[src/rtl/adc_ctrl_defines.svh]
// Offsets, field positions, reset values and timing counts of the converter control block
`ifndef ADC_CTRL_DEFINES_SVH
`define ADC_CTRL_DEFINES_SVH
`define OFS_CTRL_STATUS   8'h70
`define OFS_RESULT_UPPER  8'h71
`define OFS_RESULT_LOWER  8'h72
`define OFS_IRQ_STATUS    8'h74
`define OFS_IRQ_ENABLE    8'h75
`define OFS_IRQ_CLEAR     8'h76
`define BIT_DONE          7
`define BIT_SPEED         6
`define BIT_POWER_ON      5
`define BIT_RESERVED      4
`define CTRL_RESET        8'h00
`define RESULT_RESET      8'h00
`define CONV_CLOCKS       4'hB
`define DIV_FAST          2'h1
`define DIV_SLOW          2'h3
`endif

[src/rtl/adc_ctrl_pkg.sv]
// Types shared by the converter control block and its core model
package adc_ctrl_pkg;
    typedef enum logic [1:0] {
        ST_OFF,
        ST_START,
        ST_BUSY
    } conv_state_e;
    typedef logic [9:0] result_t;
    typedef logic [3:0] channel_t;
endpackage

[src/rtl/analog_core_if.sv]
// Signals between the sequencer and the abstract analog converter core
`timescale 1ns/1ps
interface analog_core_if;
    logic                  start;
    logic                  abort;
    logic                  conv_tick;
    adc_ctrl_pkg::channel_t channel;
    logic                  done;
    adc_ctrl_pkg::result_t result;
    modport seq  (output start, output abort, output conv_tick, output channel, input done, input result);
    modport core (input start, input abort, input conv_tick, input channel, output done, output result);
endinterface

[src/rtl/adc_sequencer_control.sv]
// Converter control and status registers with continuous conversion sequencing
`timescale 1ns/1ps
`include "adc_ctrl_defines.svh"
module adc_sequencer_control (
    input  wire logic          CORE_CLK,
    input  wire logic          RST_N,
    input  wire logic [7:0]    AVS_ADDRESS,
    input  wire logic          AVS_READ,
    input  wire logic          AVS_WRITE,
    input  wire logic [31:0]   AVS_WRITEDATA,
    input  wire logic [3:0]    AVS_BYTEENABLE,
    output logic      [31:0]   AVS_READDATA,
    output logic               AVS_WAITREQUEST,
    input  wire logic          HALT_MODE,
    input  wire logic          WAIT_MODE,
    input  wire logic [159:0]  SAMPLE_VALUES,
    output logic               CONVERTER_ACTIVE,
    output logic      [3:0]    ANALOG_INPUT_N,
    output logic               IRQ
);
    typedef struct packed {
        adc_ctrl_pkg::conv_state_e state;
        logic                  done;
        logic                  speed;
        logic                  power_on;
        adc_ctrl_pkg::channel_t input_channel_select;
        adc_ctrl_pkg::result_t result;
        logic [1:0]            div_cnt;
        logic                  halt_q1;
        logic                  halt_q2;
        logic                  ack;
        logic [31:0]           rdata;
        logic [1:0]            irq_status;
        logic [1:0]            irq_enable;
    } ctrl_s;

    ctrl_s st_r;
    ctrl_s st_nxt;
    analog_core_if cif ();

    function automatic logic hit(input logic [7:0] a, input logic [7:0] ofs);
        hit = (a == ofs);
    endfunction

    analog_core_model core_u (
        .CORE_CLK      (CORE_CLK),
        .RST_N         (RST_N),
        .SAMPLE_VALUES (SAMPLE_VALUES),
        .cif           (cif)
    );

    logic       req;
    logic       wr_ok;
    logic       rd_ok;
    logic       run;
    logic       tick;
    logic [7:0] ctrl_byte;
    logic [1:0] div_end;

    // Request answered one cycle after it appears so read data come from a flip-flop
    assign req   = (AVS_READ || AVS_WRITE) && !st_r.ack;
    // A write lands only at the edge where waitrequest is seen low, never while the master still waits
    assign wr_ok = AVS_WRITE && st_r.ack && AVS_BYTEENABLE[0];
    assign rd_ok = AVS_READ && req;
    // Halt gates the converter off; wait mode is not an input to this logic
    assign run   = st_r.power_on && !st_r.halt_q2;
    assign div_end = st_r.speed ? `DIV_FAST : `DIV_SLOW;
    assign tick  = run && (st_r.div_cnt == div_end);
    assign ctrl_byte = {st_r.done, st_r.speed, st_r.power_on, 1'b0, st_r.input_channel_select};

    always_comb begin
        st_nxt         = st_r;
        st_nxt.halt_q1 = HALT_MODE;
        st_nxt.halt_q2 = st_r.halt_q1;
        st_nxt.ack     = req;
        cif.start      = 1'b0;
        cif.abort      = 1'b0;
        cif.conv_tick  = tick;
        cif.channel    = st_r.input_channel_select;

        if (run) begin
            st_nxt.div_cnt = tick ? 2'h0 : st_r.div_cnt + 2'h1;
        end else begin
            st_nxt.div_cnt = 2'h0;
        end

        if (rd_ok) begin
            st_nxt.rdata = 32'h0;
            if (hit(AVS_ADDRESS, `OFS_CTRL_STATUS)) begin
                st_nxt.rdata[7:0] = ctrl_byte;
            end else if (hit(AVS_ADDRESS, `OFS_RESULT_UPPER)) begin
                st_nxt.rdata[7:0] = st_r.result[9:2];
                st_nxt.done       = 1'b0;
            end else if (hit(AVS_ADDRESS, `OFS_RESULT_LOWER)) begin
                st_nxt.rdata[7:0] = {6'h00, st_r.result[1:0]};
            end else if (hit(AVS_ADDRESS, `OFS_IRQ_STATUS)) begin
                st_nxt.rdata[1:0] = st_r.irq_status;
            end else if (hit(AVS_ADDRESS, `OFS_IRQ_ENABLE)) begin
                st_nxt.rdata[1:0] = st_r.irq_enable;
            end
        end

        if (wr_ok) begin
            if (hit(AVS_ADDRESS, `OFS_CTRL_STATUS)) begin
                // Written done bit is ignored and the write clears done; reserved bit is not stored
                st_nxt.done     = 1'b0;
                st_nxt.speed    = AVS_WRITEDATA[`BIT_SPEED];
                st_nxt.power_on = AVS_WRITEDATA[`BIT_POWER_ON];
                st_nxt.input_channel_select = AVS_WRITEDATA[3:0];
                if (AVS_WRITEDATA[3:0] != st_r.input_channel_select) begin
                    st_nxt.state = adc_ctrl_pkg::ST_START;
                    cif.abort    = 1'b1;
                end
            end else if (hit(AVS_ADDRESS, `OFS_IRQ_ENABLE)) begin
                st_nxt.irq_enable = AVS_WRITEDATA[1:0];
            end else if (hit(AVS_ADDRESS, `OFS_IRQ_CLEAR)) begin
                st_nxt.irq_status = st_r.irq_status & ~AVS_WRITEDATA[1:0];
            end
        end

        if (!run) begin
            st_nxt.state = adc_ctrl_pkg::ST_OFF;
            cif.abort    = 1'b1;
        end else begin
            case (st_r.state)
                adc_ctrl_pkg::ST_OFF: begin
                    st_nxt.state = adc_ctrl_pkg::ST_START;
                end
                adc_ctrl_pkg::ST_START: begin
                    if (!cif.abort) begin
                        cif.start    = 1'b1;
                        st_nxt.state = adc_ctrl_pkg::ST_BUSY;
                    end
                end
                adc_ctrl_pkg::ST_BUSY: begin
                    // A finished result arriving with a channel write is from the old channel; drop it
                    if (cif.done && !cif.abort) begin
                        st_nxt.result = cif.result;
                        st_nxt.done   = 1'b1;
                        st_nxt.state  = adc_ctrl_pkg::ST_START;
                    end
                end
                default: begin
                    st_nxt.state = adc_ctrl_pkg::ST_OFF;
                end
            endcase
        end

        // Sticky events: set wins over clear in the same cycle
        if (cif.done && st_r.state == adc_ctrl_pkg::ST_BUSY && run && !cif.abort) begin
            st_nxt.irq_status[0] = 1'b1;
        end
        if (cif.abort && st_r.state == adc_ctrl_pkg::ST_BUSY && run) begin
            st_nxt.irq_status[1] = 1'b1;
        end
    end

    always_ff @(posedge CORE_CLK) begin
        if (!RST_N) begin
            st_r       <= '0;
            st_r.state <= adc_ctrl_pkg::ST_OFF;
        end else begin
            st_r <= st_nxt;
        end
    end

    assign AVS_WAITREQUEST  = (AVS_READ || AVS_WRITE) && !st_r.ack;
    assign AVS_READDATA     = st_r.rdata;
    assign CONVERTER_ACTIVE = run;
    assign ANALOG_INPUT_N   = st_r.input_channel_select;
    assign IRQ              = |(st_r.irq_status & st_r.irq_enable);
endmodule

[src/rtl/analog_core_model.sv]
// Abstract successive-approximation core: fixed count of converter clocks, then a result and strobe
`timescale 1ns/1ps
`include "adc_ctrl_defines.svh"
module analog_core_model (
    input  wire logic          CORE_CLK,
    input  wire logic          RST_N,
    input  wire logic [159:0]  SAMPLE_VALUES,
    analog_core_if.core        cif
);
    typedef struct packed {
        logic                  busy;
        logic [3:0]            cnt;
        adc_ctrl_pkg::channel_t ch;
        logic                  done;
        adc_ctrl_pkg::result_t result;
    } core_s;
    core_s st_r;
    core_s st_nxt;
    always_comb begin
        st_nxt      = st_r;
        st_nxt.done = 1'b0;
        if (cif.abort) begin
            st_nxt.busy = 1'b0;
        end else if (cif.start) begin
            st_nxt.busy = 1'b1;
            st_nxt.cnt  = 4'h0;
            st_nxt.ch   = cif.channel;
        end else if (st_r.busy && cif.conv_tick) begin
            if (st_r.cnt == `CONV_CLOCKS - 4'h1) begin
                st_nxt.busy   = 1'b0;
                st_nxt.done   = 1'b1;
                // Result and done registers are the core's only output storage
                st_nxt.result = SAMPLE_VALUES[st_r.ch * 10 +: 10];
            end else begin
                st_nxt.cnt = st_r.cnt + 4'h1;
            end
        end
    end
    always_ff @(posedge CORE_CLK) begin
        if (!RST_N) begin
            st_r <= '0;
        end else begin
            st_r <= st_nxt;
        end
    end
    assign cif.done   = st_r.done;
    assign cif.result = st_r.result;
endmodule

[config.mk]
export PLATFORM = sky130hd
export DESIGN_NAME = adc_sequencer_control
export DESIGN_NICKNAME = d
export VERILOG_FILES = /design/src/rtl/adc_ctrl_pkg.sv /design/src/rtl/analog_core_if.sv /design/src/rtl/adc_sequencer_control.sv /design/src/rtl/analog_core_model.sv
export VERILOG_INCLUDE_DIRS = /design/src /design/src/rtl
export SDC_FILE = /design/constraint.sdc
export NUM_CORES = 1
export LEC_CHECK = 0
export BUFFER_PORTS_ARGS = -buffer_cell sky130_fd_sc_hd__buf_4
export CAP_MARGIN = 40
export CORE_ASPECT_RATIO = 1.4
export CORE_UTILIZATION = 30
export CTS_CLUSTER_DIAMETER = 60
export DETAILED_ROUTE_END_ITERATION = 12
export PLACE_DENSITY = 0.64
export SLEW_MARGIN = 0
export SYNTH_ARGS = -nofsm -noshare
export SYNTH_HDL_FRONTEND = slang
export SYNTH_SLANG_ARGS = --single-unit
[constraint.sdc]
create_clock -name CORE_CLK -period 2.5 [get_ports CORE_CLK]
set_input_delay 0 -clock CORE_CLK [delete_from_list [all_inputs] [get_ports CORE_CLK]]
set_output_delay 0 -clock CORE_CLK [all_outputs]
set_load 0.02 [all_outputs]
==> results of run 1 <==
flip-flops by register name, summed over array words and instances, names as in the netlist:
name,flops
AVS_READDATA,8
st_r,20
st_nxt,1
core_u.cif.result,10
ctrl_byte,3
core_u.cif.done,1
core_u.st_r,9
ANALOG_INPUT_N,4
placed cells by master (no fill, tap or decap), types with 4 or more instances in the layout:
cell type	Yosys	routed
xnor2_1	4	4
nand2_1	55	55
nor2_1	23	23
a22oi_1	6	6
dfxtp_1	56	54
inv_1	6	6
a21oi_1	17	17
o22ai_1	12	12
mux4_2	40	40
a22o_1	21	21
nor3_1	5	5
mux2i_1	20	20
o32ai_1	4	4
clkbuf_16	0	5
nor2b_1	4	4
conb_1	1	24
dlygate4sd3_1	0	8
buf_4	37	203
a211oi_1	4	4
nand2b_1	7	7
nor4_1	5	5
metrics by stage:
stage	worst slack (ns)	util	hold slack, ns	instance area, sq um
2_1_floorplan	0.6834	-	0.1273	4010
3_5_place_dp	0.4620	0.4184	0.2119	5361
6_report	0.4396	0.4367	0.01187	5595
3_3_place_gp	0.4569	0.4175	0.2130	5350
5_1_grt	0.2499	0.4367	0.05478	5595
4_1_cts	0.4476	0.4367	0.008317	5595
where the power goes:
group          total, mW  leakage [nW]  internal, mW  switching [mW]
Combinational      0.395          1.72         0.249           0.146
Clock              0.741        0.0767         0.387           0.354
Sequential         0.896         0.453         0.894         0.00183
worst max-delay path, stage by stage (launching register included):
cell and delay [ns]:
dfxtp_1 0.44, xor2_1 0.42, nand4_1 0.30, a2111o_1 0.62
o22ai_1 0.21
path summary, 6_finish.rpt:
path	endpoint	slack [ns]	cells past startpoint
max	core_u.cif.result[4]	0.44	4
min	st_r[36]	0.01	3
max reg2reg	core_u.cif.result[4]	0.44	4
min reg2reg	st_r[37]	0.44	1
area by class of cell:
class / instances / area (sq um)
clock buffers: 5 / 125.1
clock inverters: 3 / 28.78
fillers: 1245 / 7218
inverters: 6 / 22.52
multi-input cells: 295 / 2469
flip-flops and latches: 56 / 1124
well taps: 153 / 191.4
repair buffers: 213 / 1635
logic make-up (layout without fill, tap and decap cells):
kind of cell | Yosys count | in the layout | synth area share
xor+xnor | 5 | 5 | 0.01116
simple gates | 123 | 123 | 0.1559
compound gates | 81 | 81 | 0.1521
mux | 60 | 60 | 0.2806
other cells | 1 | 24 | 0.0009557
buf+inv | 69 | 227 | 0.1071
flops | 56 | 56 | 0.2857
fa+ha+maj | 2 | 2 | 0.006377
metal layers:
layer / track usage / wire length, um / vias up
met5: 0 / 0 / -
met4: 0.06219 / 293 / 0
met3: 0.02638 / 745 / 18
met2: 0.3740 / 7114 / 182
met1: 0.2126 / 4974 / 1780
li1: - / - / 1798
what timing repair did:
| item | 4_1_cts | 5_1_grt |
|---|---|---|
| endpoints found under the hold margin | 8 | 0 |
| hold buffers | 8 | 0 |
| gates resized for setup | 0 | 0 |
==> impl_metrics.tcl, run 1 <==
set metrics [dict create \
    final_layout_size_suffix_gt1_frac 0.4567 \
    cts.path.max_buffers 2 \
    cts-root-buf "clkbuf_16" \
    synth_edf_count 0 \
    crit_type "flop to flop" \
    p_per_area_mw_per_mm2 363.1 \
    peakVddDrop_mv 0.3244 \
    grt_pass1_vias 3893 \
    clk-insertion-delay-late_ns 0.30 \
    rows 49 \
    total_power_mw 2.032 \
    grt_antenna_before_repair 0 \
    synth-seq-cells 56 \
    hp-class "input port to flop" \
    post-cts-setup-buffers 0 \
    drc 0 \
    hpwl_um 10880 \
    synth_top_area_frac 0.2857 \
    rsz0062_at_grt "no" \
    routed_wl_um 13130 \
    ys_types 53 \
    crit_required_ns 2.73 \
    finalHoldViolCount 0 \
    grt.total_usage 0.1917 \
    worst_pin_slew_ns 0.7684 \
    die_area_sq_mm 0.01355 \
    drtIter0Drc 135 \
    syn-instance-count 397 \
    min_period_over_period 0.8241 \
    maxCapViolCount 0 \
    maxSlewViolCount 0 \
    r2r-start "ctrl_byte[6]" \
    cts_max_level 2 \
    routedWlPerCell_um 17.96 \
    yosysTopAreaCell "dfxtp_1" \
    ys.flop_type "dfxtp_1" \
    min_period_ns 2.060 \
    cp.arrival_ns 2.29 \
    grt_max_degree 42 \
    end_kind "flop" \
    cts_buffers 5 \
    setup_viol 0 \
    cts_sinks 56 \
    synth_commonest_cells "dfxtp_1, nand2_1, mux4_2" \
    grt_pass1_wl_um 19780 \
    yosysWarnings 0 \
    syn_area_sq_mm 0.003924 \
    async_flop_share 0 \
    clkTransAtPathRegs_ns 0.08 \
    fmax_mhz 485.4 \
    vias 3778 \
    min_from "AVS_WRITE" \
    initial_core_util 0.3062 \
    cp-start-kind "flop" \
    first_pass_iters 4 \
    ios 249 \
    die_h_um 137.3 \
    status "finished, final reports clean" \
    overflow 0 \
    synth_seq_area_share 0.2857 \
    placedCellCount 715 \
    fin_setup_tns_ns 0 \
    leakagePower_nw 2.250 \
    synth.most_common_cell "dfxtp_1" \
    nets 789 \
    crit_start "ctrl_byte[6]" \
    synthTopCellsByArea "dfxtp_1, mux4_2, buf_4, nand2_1, mux2i_1" \
    viasPerCell 5.168 \
    syn_area_per_cell_sq_um 9.884 \
    slew_headroom 0.4867 \
    postRouteAntennaNets 0 \
    instances_no_fill 731 \
    gp_congestion 0.8191 \
    core_sq_mm 0.01281 \
    worstPathMaxFanout 10 \
    final.setup_skew_ns 0.007503 \
    area_growth_pct 42.60 \
    cts_tree "built" \
    antenna_cells 0 \
    port_buffers 194 \
    die_w_um 98.66 \
]
Power figures use the tool's default switching activity.
==> inputs of run 2 (changes only) <==
Settings changed: PLACE_DENSITY 0.64 to 0.66.
Clock period 2.5 ns to 1.7 ns, I/O delays scaled along.
==> impl_metrics.tcl, run 2 (synthesis results as in run 1) <==
set metrics [dict create \
    status "finished, final reports clean" \
    postRouteAntennaNets 0 \
    crit_type "flop to flop" \
    fmax_mhz 589.7 \
    mostFrequentLayoutCells "buf_4, nand2_1, dfxtp_1" \
    leakagePower_nw 2.502 \
    cts_buffers 5 \
    fillers 1193 \
    fin_setup_tns_ns 0 \
    rsz0062_at_grt "yes" \
    worst_pin_slew_ns 0.8405 \
    min_period_ns 1.696 \
    setup_slack_ns 0.004172 \
    cp-start-kind "flop" \
    end_kind "flop" \
    register_area_sq_mm 0.001129 \
    largest_reg_flops 20 \
    placedCellCount 740 \
    cts_max_level 2 \
    grt_max_degree 41 \
    grt_pass1_vias 4043 \
    viasPerCell 5.193 \
    first_pass_iters 5 \
    worstPathMaxFanout 6 \
    grt_pass1_wl_um 21930 \
    peakVddDrop_mv 0.4169 \
    core_sq_mm 0.01281 \
    cts_tree "built" \
    initial_core_util 0.3062 \
    multi_input_area_sq_mm 0.002570 \
    hp-class "input port to flop" \
    clkTransAtPathRegs_ns 0.07 \
    clk-insertion-delay-late_ns 0.30 \
    crit_required_ns 1.89 \
    routed_wl_um 14730 \
    instances_no_fill 768 \
    final.setup_skew_ns 0.005110 \
    grt.total_usage 0.2177 \
    drc 0 \
    maxCapViolCount 0 \
    rows 49 \
    cp.arrival_ns 1.88 \
    die_w_um 98.66 \
    cts-root-buf "clkbuf_16" \
    hpwl_um 12050 \
    nets 825 \
    gp_congestion 0.8337 \
    area_growth_pct 56.09 \
    layout_commonest_cell "buf_4" \
    min_period_over_period 0.9975 \
    top_register "st_r" \
    overflow 0 \
    drtIter0Drc 196 \
    maxSlewViolCount 0 \
    grt_antenna_before_repair 1 \
    dp_slack_ns -0.05051 \
    slew_headroom 0.4385 \
    final_layout_size_suffix_gt1_frac 0.5081 \
    r2r_slack_ns 0.004 \
    cts.path.max_buffers 2 \
    ios 249 \
    die_h_um 137.3 \
    p_per_area_mw_per_mm2 487.1 \
    finalHoldViolCount 0 \
    vias 3988 \
    cts_sinks 56 \
    die_area_sq_mm 0.01355 \
    setup_viol 0 \
    port_buffers 194 \
    routedWlPerCell_um 19.18 \
]
==> run 2: timing repair <==
item                                    in CTS  in global routing
hold buffers                                 9                  0
setup buffers                                2                  6
resized for setup                            8                 17
pin swaps                                    3                 15
gates cloned                                 2                  2
endpoints found under the hold margin        9                  0
endpoints found under the setup margin      14                 24
==> run 2: per-layer routing <==
layer	vias to the layer above	track usage	routed length (um)	share of wire
li1	1869	-	-	-
met2	211	0.4155	7893	0.54
met4	0	0.09038	519	0.035
met1	1884	0.2411	5225	0.35
met3	24	0.03044	1096	0.074
met5	-	0	0	0
==> run 2: where the power goes <==
part	internal, mW	switching [mW]
Sequential	1.31	0.00243
Combinational	0.386	0.239
Clock	0.550	0.493
Total	2.25	0.735
==> run 2: cell type report <==
cell class | instances | share of cell area
well taps | 153 | 0.03126
inverters | 6 | 0.003677
flip-flops and latches | 56 | 0.1843
diodes | 1 | 0.0004086
clock inverters | 3 | 0.003473
multi-input cells | 295 | 0.4196
clock buffers | 5 | 0.02043
repair buffers | 249 | 0.3369
==> run 2: path summary, 6_finish.rpt <==
check / from / to / cells past startpoint
max: core_u.st_r[11] / core_u.cif.result[7] / 6
min: AVS_WRITE / st_r[36] / 3
max reg2reg: core_u.st_r[11] / core_u.cif.result[7] / 6
min reg2reg: st_nxt[37] / st_r[37] / 1
==> run 2: per-stage QoR <==
| stage | area [sq um] | hold WS (ns) | util | total power, mW |
|---|---|---|---|---|
| after global routing | 6125 | 0.01920 | 0.4780 | 3.086 |
| after floorplan | 4036 | 0.1273 | - | 1.582 |
| after global placement | 5595 | 0.2085 | 0.4367 | 1.928 |
| after CTS | 5938 | 0.008903 | 0.4634 | 2.986 |
| after detailed placement | 5595 | 0.2149 | 0.4367 | 1.937 |
| final | 6125 | 0.003249 | 0.4780 | 2.983 |
==> run 2: critical path: stages, from the launching register on <==
cell	delay (ns)
dfxtp_4	0.41
buf_6	0.14
clkbuf_16	0.15
mux4_2	0.51
a22o_1	0.20
nor2_1	0.09
o22ai_1	0.08
